File: config.mk
export PLATFORM = sky130hd
export DESIGN_NAME = lpm_control
export DESIGN_NICKNAME = d
export VERILOG_FILES = /design/src/common/lpm_pkg.sv /design/src/rtl/lpm_control.sv
export SDC_FILE = /design/constraint.sdc
export NUM_CORES = 1
export LEC_CHECK = 0
export ABC_AREA = 1
export BUFFER_PORTS_ARGS = -buffer_cell sky130_fd_sc_hd__buf_4
export CAP_MARGIN = 10
export CORE_ASPECT_RATIO = 0.8
export CORE_MARGIN = 2
export CORE_UTILIZATION = 35
export CTS_BUF_LIST = sky130_fd_sc_hd__clkbuf_4
export CTS_CLUSTER_DIAMETER = 30
export DETAILED_ROUTE_END_ITERATION = 10
export PLACE_DENSITY = 0.7
export SYNTH_ARGS = -nofsm -noshare
export SYNTH_HDL_FRONTEND = slang
export SYNTH_SLANG_ARGS = --single-unit
File: constraint.sdc
create_clock -name mclk -period 2.2 [get_ports mclk]
set_input_delay 0.11 -clock mclk [delete_from_list [all_inputs] [get_ports mclk]]
set_output_delay 0.11 -clock mclk [all_outputs]
set_load 0.1 [all_outputs]
File: src/common/lpm_pkg.sv
package lpm_pkg;
    // Register byte addresses on the APB
    localparam logic [15:0] LPM_BREAK_STATUS_ADDR = 16'hFE00;
    localparam logic [15:0] LPM_RESET_CAUSE_ADDR = 16'hFE01;
    localparam logic [15:0] LPM_BREAK_FLAG_CONTROL_ADDR = 16'hFE03;
    // Field positions
    localparam int LPM_BREAK_EXIT_BIT = 1;
    localparam int LPM_BREAK_CLEAR_ENABLE_BIT = 7;
    localparam int LPM_CAUSE_POWER_ON_BIT = 7;
    localparam int LPM_CAUSE_PIN_BIT = 6;
    localparam int LPM_CAUSE_WATCHDOG_BIT = 5;
    localparam int LPM_CAUSE_ILLEGAL_OPCODE_BIT = 4;
    localparam int LPM_CAUSE_ILLEGAL_ADDRESS_BIT = 3;
    localparam int LPM_CAUSE_USB_BIT = 2;
    // Reset values
    localparam logic [7:0] LPM_RESET_CAUSE_RESET = 8'h80;
    localparam logic [7:0] LPM_BREAK_STATUS_RESET = 8'h00;
    localparam logic [7:0] LPM_BREAK_FLAG_CONTROL_RESET = 8'h00;
    // Stop recovery lengths in crystal clock cycles
    localparam int LPM_RECOVERY_LONG = 4096;
    localparam int LPM_RECOVERY_SHORT = 32;
    localparam int LPM_COUNT_WIDTH = 13;
    typedef enum logic [1:0] {
        LPM_RUN,
        LPM_WAIT,
        LPM_STOP,
        LPM_RECOVER
    } lpm_state_e;
endpackage

File: src/rtl/lpm_control.sv
// Operation
// - Wait/stop instruction enters mode, CPU unclocked
// - Entering low power clears interrupt mask
// - Wait gates CPU clock, peripherals run
// - Enabled interrupt wakes wait, stacking next cycle
// - Reset or break also ends wait
// - Break exit sets break exit flag
// - Watchdog runs in wait unless disabled
// - Stop resets counter, stops all clocks
// - Interrupt, reset, break end stop; delayed stacking
// - Stop blocks base and crystal clock outputs
// - Recovery 4096 cycles, or 32 if short
// - Counter held in stop, then times recovery
// - Three registers at FE00, FE01, FE03
// - Break exit flag cleared by zero write, reset
// - Reading reset cause clears all flags
// - Power-on sets its flag, clears others
// - Pin, watchdog, opcode, USB cause flags
// - Illegal address flag only for opcode fetch
// - Break clear enable gates flag clearing in break; code gates only the reset cause read clear, not the break exit flag zero write
//
// The APB slave port was chosen for this implementation.
`timescale 1ns/1ps
`default_nettype none
module lpm_control
    import lpm_pkg::*;
#(
    parameter int RECOVERY_LONG = lpm_pkg::LPM_RECOVERY_LONG,
    parameter int RECOVERY_SHORT = lpm_pkg::LPM_RECOVERY_SHORT
) (
    input wire logic mclk,
    input wire logic reset,
    input wire logic [15:0] paddr,
    input wire logic psel,
    input wire logic penable,
    input wire logic pwrite,
    input wire logic [31:0] pwdata,
    output logic [31:0] prdata,
    output logic pready,
    output logic pslverr,
    input wire logic waitInstr,
    input wire logic stopInstr,
    input wire logic moduleIrq,
    input wire logic breakIrq,
    input wire logic inBreakState,
    input wire logic shortRecoverySelect,
    input wire logic watchdogDisableOption,
    input wire logic causeValid,
    input wire logic causePowerOn,
    input wire logic causePin,
    input wire logic causeWatchdog,
    input wire logic causeIllegalOpcode,
    input wire logic causeIllegalAddress,
    input wire logic causeAddressIsFetch,
    input wire logic causeUsb,
    output logic cpuClockEnable,
    output logic periphClockEnable,
    output logic baseClockEnable,
    output logic crystalClockEnable,
    output logic watchdogRun,
    output logic clearIntMask,
    output logic stackStart,
    output logic breakExitStatus,
    output logic breakClearAllowed
);
    import lpm_pkg::*;

    lpm_state_e state_r;
    lpm_state_e state_nxt;
    logic [LPM_COUNT_WIDTH-1:0] sysCount_r;
    logic [LPM_COUNT_WIDTH-1:0] recoveryTarget;
    logic breakExit_r;
    logic [7:0] resetCause_r;
    logic breakClearEnable_r;
    logic wakeIrq;
    logic wakeBreak;
    logic recoveryDone;
    logic apbWrite;
    logic apbRead;
    logic addrHit;

    // Wake sources shared by wait and stop
    assign wakeIrq = moduleIrq;
    assign wakeBreak = breakIrq;
    assign recoveryTarget = shortRecoverySelect ? LPM_COUNT_WIDTH'(RECOVERY_SHORT - 1)
                                                : LPM_COUNT_WIDTH'(RECOVERY_LONG - 1);
    assign recoveryDone = (sysCount_r == recoveryTarget);
    assign apbWrite = psel && penable && pwrite && pready;
    assign apbRead = psel && penable && !pwrite && pready;
    assign addrHit = (paddr == LPM_BREAK_STATUS_ADDR) || (paddr == LPM_RESET_CAUSE_ADDR)
                     || (paddr == LPM_BREAK_FLAG_CONTROL_ADDR);

    // Mode sequencing
    always_comb begin
        state_nxt = state_r;
        case (state_r)
            LPM_RUN: begin
                if (stopInstr) begin
                    state_nxt = LPM_STOP;
                end else if (waitInstr) begin
                    state_nxt = LPM_WAIT;
                end
            end
            LPM_WAIT: begin
                if (wakeIrq || wakeBreak) begin
                    state_nxt = LPM_RUN;
                end
            end
            LPM_STOP: begin
                if (wakeBreak) begin
                    state_nxt = LPM_RUN;
                end else if (wakeIrq) begin
                    state_nxt = LPM_RECOVER;
                end
            end
            LPM_RECOVER: begin
                if (wakeBreak || recoveryDone) begin
                    state_nxt = LPM_RUN;
                end
            end
            default: state_nxt = LPM_RUN;
        endcase
    end

    // State register; reset forces run
    always_ff @(posedge mclk) begin
        if (reset) begin
            state_r <= LPM_RUN;
        end else begin
            state_r <= state_nxt;
        end
    end

    // System counter held in stop, counts during recovery
    always_ff @(posedge mclk) begin
        if (reset || state_r != LPM_RECOVER) begin
            sysCount_r <= '0;
        end else begin
            sysCount_r <= sysCount_r + 1'b1;
        end
    end

    // Clock gating and control outputs
    always_ff @(posedge mclk) begin
        if (reset) begin
            cpuClockEnable <= 1'b1;
            periphClockEnable <= 1'b1;
            baseClockEnable <= 1'b1;
            crystalClockEnable <= 1'b1;
            watchdogRun <= 1'b0;
            clearIntMask <= 1'b0;
            stackStart <= 1'b0;
        end else begin
            cpuClockEnable <= (state_nxt == LPM_RUN);
            periphClockEnable <= (state_nxt == LPM_RUN) || (state_nxt == LPM_WAIT);
            baseClockEnable <= (state_nxt != LPM_STOP);
            crystalClockEnable <= (state_nxt != LPM_STOP);
            watchdogRun <= !watchdogDisableOption && (state_nxt != LPM_STOP) &&
                           (state_nxt != LPM_RECOVER);
            clearIntMask <= (state_r == LPM_RUN) && (stopInstr || waitInstr);
            stackStart <= ((state_r == LPM_WAIT) && wakeIrq && !wakeBreak) ||
                          ((state_r == LPM_RECOVER) && recoveryDone);
        end
    end

    // Break exit flag: set wins over software clear
    always_ff @(posedge mclk) begin
        if (reset) begin
            breakExit_r <= LPM_BREAK_STATUS_RESET[LPM_BREAK_EXIT_BIT];
        end else if ((state_r == LPM_WAIT || state_r == LPM_STOP || state_r == LPM_RECOVER) && wakeBreak) begin
            breakExit_r <= 1'b1;
        end else if (apbWrite && paddr == LPM_BREAK_STATUS_ADDR && !pwdata[LPM_BREAK_EXIT_BIT]) begin
            breakExit_r <= 1'b0;
        end
    end

    // Reset cause: captured flags win over read clear
    always_ff @(posedge mclk) begin
        if (causeValid && causePowerOn) begin
            resetCause_r <= LPM_RESET_CAUSE_RESET;
        end else if (causeValid) begin
            resetCause_r <= 8'h00;
            resetCause_r[LPM_CAUSE_PIN_BIT] <= causePin;
            resetCause_r[LPM_CAUSE_WATCHDOG_BIT] <= causeWatchdog;
            resetCause_r[LPM_CAUSE_ILLEGAL_OPCODE_BIT] <= causeIllegalOpcode;
            resetCause_r[LPM_CAUSE_ILLEGAL_ADDRESS_BIT] <= causeIllegalAddress && causeAddressIsFetch;
            resetCause_r[LPM_CAUSE_USB_BIT] <= causeUsb;
        end else if (reset) begin
            resetCause_r <= resetCause_r;
        end else if (apbRead && paddr == LPM_RESET_CAUSE_ADDR && (!inBreakState || breakClearEnable_r)) begin
            resetCause_r <= 8'h00;
        end
    end

    // Break clear enable bit
    always_ff @(posedge mclk) begin
        if (reset) begin
            breakClearEnable_r <= LPM_BREAK_FLAG_CONTROL_RESET[LPM_BREAK_CLEAR_ENABLE_BIT];
        end else if (apbWrite && paddr == LPM_BREAK_FLAG_CONTROL_ADDR) begin
            breakClearEnable_r <= pwdata[LPM_BREAK_CLEAR_ENABLE_BIT];
        end
    end

    // APB slave: one wait state, error on unmapped address
    always_ff @(posedge mclk) begin
        if (reset) begin
            pready <= 1'b0;
            pslverr <= 1'b0;
            prdata <= 32'h0000_0000;
        end else begin
            pready <= psel && penable && !pready;
            pslverr <= psel && penable && !pready && !addrHit;
            prdata <= 32'h0000_0000;
            if (psel && penable && !pready && !pwrite) begin
                case (paddr)
                    LPM_BREAK_STATUS_ADDR: prdata[LPM_BREAK_EXIT_BIT] <= breakExit_r;
                    LPM_RESET_CAUSE_ADDR: prdata[7:0] <= resetCause_r;
                    LPM_BREAK_FLAG_CONTROL_ADDR: prdata[LPM_BREAK_CLEAR_ENABLE_BIT] <= breakClearEnable_r;
                    default: prdata <= 32'h0000_0000;
                endcase
            end
        end
    end

    // Status outputs
    always_ff @(posedge mclk) begin
        if (reset) begin
            breakExitStatus <= 1'b0;
            breakClearAllowed <= 1'b0;
        end else begin
            breakExitStatus <= breakExit_r;
            breakClearAllowed <= !inBreakState || breakClearEnable_r;
        end
    end

    // Checks
    wait_clocks_a: assert property (@(posedge mclk) disable iff (reset)
        state_r == LPM_WAIT |=> periphClockEnable && !cpuClockEnable || state_r != LPM_WAIT)
        else $error("wait clock gating wrong");
    stop_clocks_a: assert property (@(posedge mclk) disable iff (reset)
        (state_r == LPM_RUN && stopInstr) |=> !baseClockEnable && !crystalClockEnable && !periphClockEnable)
        else $error("stop clocks not blocked");
    mask_clear_a: assert property (@(posedge mclk) disable iff (reset)
        (state_r == LPM_RUN && waitInstr) |=> clearIntMask)
        else $error("interrupt mask not cleared");
    wait_wake_a: assert property (@(posedge mclk) disable iff (reset)
        (state_r == LPM_WAIT && moduleIrq && !breakIrq) |=> stackStart && cpuClockEnable)
        else $error("wait wake late");
    break_flag_a: assert property (@(posedge mclk) disable iff (reset)
        (state_r == LPM_STOP && breakIrq) |=> breakExit_r)
        else $error("break exit flag not set");
    counter_hold_a: assert property (@(posedge mclk) disable iff (reset)
        state_r == LPM_STOP |-> sysCount_r == '0)
        else $error("counter not held");
    short_recover_a: assert property (@(posedge mclk) disable iff (reset)
        (state_r == LPM_STOP && moduleIrq && !breakIrq && shortRecoverySelect)
        ##1 (shortRecoverySelect && !breakIrq)[*8] |-> ##[1:40] stackStart)
        else $error("short recovery too long");
    cause_read_a: assert property (@(posedge mclk) disable iff (reset)
        (apbRead && paddr == LPM_RESET_CAUSE_ADDR && !inBreakState && !causeValid) |=> resetCause_r == 8'h00)
        else $error("cause not cleared by read");
    break_clear_enable_write_a: assert property (@(posedge mclk) disable iff (reset)
        (apbWrite && paddr == LPM_BREAK_FLAG_CONTROL_ADDR) |=> breakClearEnable_r == $past(pwdata[7]))
        else $error("break clear enable not written");

    wait_entry_a: assert property (@(posedge mclk) disable iff (reset)
        (state_r == LPM_RUN && waitInstr && !stopInstr) |=> !cpuClockEnable && periphClockEnable)
        else $error("wait entry clocks wrong");

    stop_mask_a: assert property (@(posedge mclk) disable iff (reset)
        (state_r == LPM_RUN && stopInstr) |=> clearIntMask)
        else $error("stop did not clear mask");

    wait_watchdog_a: assert property (@(posedge mclk) disable iff (reset)
        (state_r == LPM_RUN && waitInstr && !stopInstr && !watchdogDisableOption) |=> watchdogRun)
        else $error("watchdog stopped in wait");

    wait_break_a: assert property (@(posedge mclk) disable iff (reset)
        (state_r == LPM_WAIT && breakIrq) |=> cpuClockEnable && !stackStart && breakExit_r)
        else $error("break did not end wait");

    stop_break_a: assert property (@(posedge mclk) disable iff (reset)
        (state_r == LPM_STOP && breakIrq) |=> state_r == LPM_RUN && cpuClockEnable)
        else $error("break did not end stop");

    stop_irq_a: assert property (@(posedge mclk) disable iff (reset)
        (state_r == LPM_STOP && moduleIrq && !breakIrq) |=> state_r == LPM_RECOVER && !cpuClockEnable
        && baseClockEnable)
        else $error("interrupt did not start recovery");

    count_run_a: assert property (@(posedge mclk) disable iff (reset)
        (state_r == LPM_RECOVER && !recoveryDone && !breakIrq) |=> sysCount_r == $past(sysCount_r) + 1'b1)
        else $error("recovery counter stalled");

    count_clear_a: assert property (@(posedge mclk) disable iff (reset)
        state_r == LPM_STOP |=> sysCount_r == '0)
        else $error("counter not reset in stop");

    recover_done_a: assert property (@(posedge mclk) disable iff (reset)
        (state_r == LPM_RECOVER && recoveryDone && !breakIrq) |=> stackStart && cpuClockEnable)
        else $error("recovery end missed");

    stop_watchdog_a: assert property (@(posedge mclk) disable iff (reset)
        state_r == LPM_STOP |-> !watchdogRun)
        else $error("watchdog runs in stop");

    stop_out_a: assert property (@(posedge mclk) disable iff (reset)
        state_r == LPM_STOP |-> !baseClockEnable && !crystalClockEnable && !cpuClockEnable)
        else $error("clock outputs live in stop");

    flag_clear_a: assert property (@(posedge mclk) disable iff (reset)
        (apbWrite && paddr == LPM_BREAK_STATUS_ADDR && !pwdata[LPM_BREAK_EXIT_BIT] && !breakIrq) |=> !breakExit_r)
        else $error("break exit flag not cleared");

    cause_keep_a: assert property (@(posedge mclk) disable iff (reset)
        (apbRead && paddr == LPM_RESET_CAUSE_ADDR && inBreakState && !breakClearEnable_r && !causeValid)
        |=> resetCause_r == $past(resetCause_r))
        else $error("cause cleared while protected");

    addr_fetch_a: assert property (@(posedge mclk) disable iff (reset)
        (causeValid && !causePowerOn && !causeAddressIsFetch) |=> !resetCause_r[LPM_CAUSE_ILLEGAL_ADDRESS_BIT])
        else $error("data access set address flag");

    power_on_a: assert property (@(posedge mclk) disable iff (reset)
        (causeValid && causePowerOn) |=> resetCause_r == LPM_RESET_CAUSE_RESET)
        else $error("power-on cause wrong");

    apb_ready_a: assert property (@(posedge mclk) disable iff (reset)
        (psel && penable && !pready) |=> pready)
        else $error("bus answer missing");

    apb_error_a: assert property (@(posedge mclk) disable iff (reset)
        (psel && penable && !pready && !addrHit) |=> pslverr)
        else $error("unmapped access not flagged");

    stack_pulse_a: assert property (@(posedge mclk) disable iff (reset)
        stackStart |=> !stackStart)
        else $error("stacking pulse too long");

    mask_pulse_a: assert property (@(posedge mclk) disable iff (reset)
        clearIntMask |=> !clearIntMask)
        else $error("mask pulse too long");
endmodule // lpm_control
`default_nettype wire

== Word-level counts from Yosys, hierarchy flattened ==
Cells that the tools add are included.

* Bits of input ports: 68
* Output and inout port bits: 43
* Logic and storage cells: 95
* Register bits after elaboration: 64

* Bitwise logic cells: 2
* $add $sub $neg: 1
* Reductions and logical operators: 47
* Muxes and demuxes: 15
* Equality and inequality tests: 12

{| class="wikitable"
|+ Operators by type and width
! cell !! count
|-
| $eq A16 B16 Y1 const B || 3
|-
| $mux W8 || 3
|-
| $logic_and A1 B1 Y1 || 22
|-
| $add A13 B1 Y13 const B || 1
|-
| $eq A13 B12 Y1 || 1
|-
| $mux W12 || 1
|-
| $mux W2 || 6
|-
| $logic_or A1 B1 Y1 || 11
|-
| $pmux W2 S4 || 1
|-
| $logic_not A1 Y1 || 7
|-
| $ne A2 B2 Y1 const B || 3
|-
| $eq A2 B1 Y1 const B || 2
|-
| $eq A2 B2 Y1 const B || 2
|-
| $logic_not A2 Y1 || 2
|-
| $reduce_bool A2 Y1 || 2
|-
| $mux W1 || 3
|-
| $reduce_or A3 Y1 || 1
|-
| $ne A2 B1 Y1 const B || 1
|-
| $not A1 Y1 || 2
|-
| $pmux W1 S2 || 1
|-
| $reduce_and A2 Y1 || 1
|-
| $reduce_or A2 Y1 || 1
|}

== Longest topological paths before layout ==
* Word-level depth: 8
* Depth in mapped cells: 10
* Gate-level depth less buffers: 10

== Worst setup path before layout ==
Ideal clock, no wire load.

* Path type: register to register
* From: reg pready
* To: reg resetCause_r[2]
* Cell stages (with the launch flop): 6
* Period minus slack after synthesis: 1.765 ns
* Data arrival time: 1.647 ns
* Buffers on the path: 0
* Setup slack: 0.435 ns
* Required time: 2.082 ns
* Library setup time: 0.118 ns
* Cells stage by stage: dfxtp_1 -> inv_1 -> nor3_1 -> nand4_1 -> nand3_1 -> a21oi_1

* Longest elaborated chain between the ends: 5

{| class="wikitable"
|+ Ends and longest elaborated chain
! element !! line !! text
|-
| from (decl) || lpm_control.sv:39 || <nowiki>output logic pready,</nowiki>
|-
| from (signal assigned) || lpm_control.sv:211 || <nowiki>pready <= psel && penable && !pready;</nowiki>
|-
| $logic_and A1 B1 Y1 || lpm_control.sv:89 || <nowiki>assign apbRead = psel && penable && !pwrite && pready;</nowiki>
|-
| $logic_and A1 B1 Y1 (2 in series) || lpm_control.sv:190 || <nowiki>end else if (apbRead && paddr == LPM_RESET_CAUSE_ADDR && (!inBreakState || breakClearEnable_r)) begin</nowiki>
|-
| $reduce_bool A2 Y1 (no line) || -- ||
|-
| $reduce_and A2 Y1 (no line) || -- ||
|-
| to (signal, indexed assignment) || lpm_control.sv:186 || <nowiki>resetCause_r[LPM_CAUSE_ILLEGAL_ADDRESS_BIT] <= causeIllegalAddress && causeAddressIsFetch;</nowiki>
|-
| to (signal, indexed assignment) || lpm_control.sv:187 || <nowiki>resetCause_r[LPM_CAUSE_USB_BIT] <= causeUsb;</nowiki>
|-
| to (signal assigned) || lpm_control.sv:189 || <nowiki>resetCause_r <= resetCause_r;</nowiki>
|-
| to (decl) || lpm_control.sv:73 || <nowiki>logic [7:0] resetCause_r;</nowiki>
|}

Every way passes these cells.
A chain may end at the register's enable or synchronous reset.

== Final worst setup path ==
* From: reg sysCount_r[0]
* To: reg sysCount_r[10]

* Longest elaborated chain between the ends: 1

{| class="wikitable"
|+ Ends and longest elaborated chain
! element !! line !! text
|-
| from (decl) || lpm_control.sv:70 || <nowiki>logic [LPM_COUNT_WIDTH-1:0] sysCount_r;</nowiki>
|-
| from (signal assigned) || lpm_control.sv:139 || <nowiki>sysCount_r <= sysCount_r + 1'b1;</nowiki>
|-
| $add A13 B1 Y13 || lpm_control.sv:139 ||
|}

Every way passes these cells.

==> flow_summary_export.csv <==
group,metric,value,unit
clock_tree,cts_buffers,5,
clock_tree,post_cts_buffers,0,
pwr,swShare,36.2,%
logic_synthesis,synthTopCellsByArea,"dfxtp_1, buf_4, nand2_1, inv_1, nor2_1",
grt,grt_pass1_vias,1453,
timing,fmax,0.659,GHz
logic_synthesis,synth-seq-area-share,43.6,%
worst_setup_path,cp-start-kind,"flop",
drt,wl_per_cell,10.1,um
finish,synthToLayoutAreaGrowth,28.6,%
placed_design,dpl.hpwl,3080,um
worst_setup_path,cp_max_fo,5,
grt,grt_pass1_wl,6240,um
logic_synthesis,synth_area,0.00184,mm^2
clock_tree,clockRootBuffer,"clkbuf_4",
placed_design,port_buffers,55,
pwr,p_comb_share,27.2,%
pwr,power.switching,0.616,mW
pwr,p_leak,1.09,nW
finish,antenna_cells,0,
floorplanning,die-width,85.0,um
floorplanning,dieArea,0.00585,mm^2
floorplanning,core_region_area,0.00504,mm^2
grt,grt_antenna_before_repair,0,
pwr,seqPwrFrac,45.0,%
worst_setup_path,worstSetupPathType,"flop to flop",
worst_setup_path,r2r_setup_slack,680,ps
timing,rsz0062_at_grt,"no",
pwr,p_per_area,721,mW/mm^2
timing,fin_setup_tns,0,ps
logic_synthesis,synth_cells,248,
worst_setup_path,critPathCaptureType,"flop",
floorplanning,ios,111,
logic_synthesis,ys_ff_latch,40,
logic_synthesis,ys_types,24,
timing,post-route-min-period,1520,ps
drt,drt-initial-drc-count,85,
floorplanning,num_rows,23,
grt,overflow,0,
timing,drv_slew,0,
logic_synthesis,yosysTopAreaCell,"dfxtp_1",
drt,drcViolationCount,0,
clock_tree,clk_pin_slew_worst_paths,120,ps
timing,timing.hold.ws,17.7,ps
floorplanning,die_h,68.8,um
finish,regArea,801,um^2
pwr,p_int,1.09,mW
clock_tree,tritoncts,"done",
timing,skew,9.92,ps
finish,nFillCells,502,
placed_design,place_congestion,0.790,
timing,finalSetupViolations,0,
logic_synthesis,synth_top_area_share,43.6,%
drt,via_count,1670,
finish,multi_input_area,803,um^2
drt,viasPerCell,4.43,
clock_tree,cts_max_path_buffers,2,
outcome,status,"completed",
clock_tree,clkLatencyLatePin,350,ps
finish,fin_nets,383,
finish,postLayoutCoreUtil,46.9,%
logic_synthesis,yosysWarnings,0,
clock_tree,numClockSinks,40,
floorplanning,start_util,36.5,%
drt,wl,3820,um
drt,dr.pass1.iters,4,
timing,finalCritPeriodShare,69.0,%
logic_synthesis,syn_avg_cell_area,7.41,um^2
run,max_cap_viol_count,0,
worst_setup_path,cp.required,2500,ps
pwr,irDropWorstVdd,510,uV
grt,gr-usage-all-layers,13.6,%
drt,ant_nets,0,
clock_tree,h-tree-depth,2,
pwr,p_clk_share,27.8,%
worst_setup_path,arrival,1810,ps
finish,drive_gt1_share,22.2,%
timing,hold_viol,0,
min_path,min_path_type,"primary input to flop",
grt,grt_max_degree,14,
[registers in the layout (all words and copies together), names as in the netlist, 2 cells and up]
| register | flops |
|---|---|
| prdata | 7 |
| state_r | 2 |
| sysCount_r | 13 |
| resetCause_r | 6 |
[synthesized netlist by cell type (all sizes together)]
| library cell | n |
|---|---|
| nor3 | 10 |
| a211oi | 1 |
| nand4 | 5 |
| nand3b | 3 |
| nand3 | 14 |
| o21ai | 10 |
| or2 | 2 |
| a21oi | 17 |
| inv | 34 |
| nor3b | 5 |
| buf | 26 |
| ha | 1 |
| a31oi | 1 |
| conb | 1 |
| nand2 | 47 |
| o21a | 1 |
| nor2 | 30 |
| dfxtp | 40 |
[worst paths after layout]
| path | startpoint | to | cells past startpoint |
|---|---|---|---|
| setup / recovery | sysCount_r[0] | sysCount_r[10] | 8 |
| hold / removal | causeAddressIsFetch | resetCause_r[3] | 3 |
| setup reg to reg | sysCount_r[0] | sysCount_r[10] | 8 |
| hold reg to reg | breakExit_r | breakExitStatus | 2 |
[kinds of logic (layout without fill, tap and decap cells)]
kind of cell	Yosys count	after routing	synth area share, %
compound gates	30	30	8.72
simple gates	116	116	29.2
fa+ha+maj	1	1	0.681
flops	40	40	43.6
buf+inv	60	103	17.6
other cells	1	25	0.204
[area by class of cell]
cell class | instances | area share [%]
multi-input cells | 172 | 34.0
flip-flops and latches | 40 | 33.9
repair buffers | 61 | 20.0
inverters | 34 | 5.40
well taps | 62 | 3.28
clock inverters | 3 | 1.80
clock buffers | 5 | 1.59
[critical path, cell delays in order (launching register included)]
cell,delay [ps]
dfxtp_1,370
ha_1,190
nand2_2,90
nor2_4,180
inv_2,70
nor3_4,170
nand2_2,70
or2_0,220
a21oi_2,110
[per-stage QoR]
stage / power [mW] / std cells / setup slack (ps) / cell area, um^2
5_1_grt: 1.78 / 377 / 525 / 2360
6_report: 1.70 / 377 / 682 / 2360
3_5_place_dp: 1.23 / 363 / 700 / 2220
3_3_place_gp: 1.23 / 363 / 729 / 2220
4_1_cts: 1.72 / 376 / 684 / 2350
2_1_floorplan: 1.18 / 272 / 435 / 1930
[cell usage in the layout (no fill, tap or decap), drive strengths merged]
cell	instances
buf	55
nand2	47
dfxtp	40
inv	34
nor2	30
conb	25
a21oi	17
nand3	14
o21ai	10
nor3	10
dlygate4sd3	6
nand4	5
nor3b	5
clkbuf	5
nand3b	3
or2	2
a31oi	1
a211oi	1
o21a	1
ha	1
clkinv	1
clkinvlp	1
bufinv	1
[power groups by stage]
stage / combinational [mW] / sequential (mW) / clock, mW
2_1_floorplan: 0.300 / 0.876 / 0
3_3_place_gp: 0.451 / 0.781 / 0
3_5_place_dp: 0.453 / 0.782 / 0
4_1_cts: 0.461 / 0.766 / 0.495
5_1_grt: 0.485 / 0.768 / 0.523
6_report: 0.462 / 0.766 / 0.474
[metal layers]
| metal | GRT usage (%) | share of wire (%) |
|---|---|---|
| met1 | 18.0 | 47 |
| met4 | 7.14 | 1.4 |
| met2 | 20.8 | 45 |
| met3 | 3.10 | 7.2 |
| met5 | 0 | 0 |
[timing repair]
action,in CTS,in global routing
hold buffers,5,1
endpoints found under the hold margin,6,1
gates resized for setup,0,0
(Power assumes the default switching activity.)
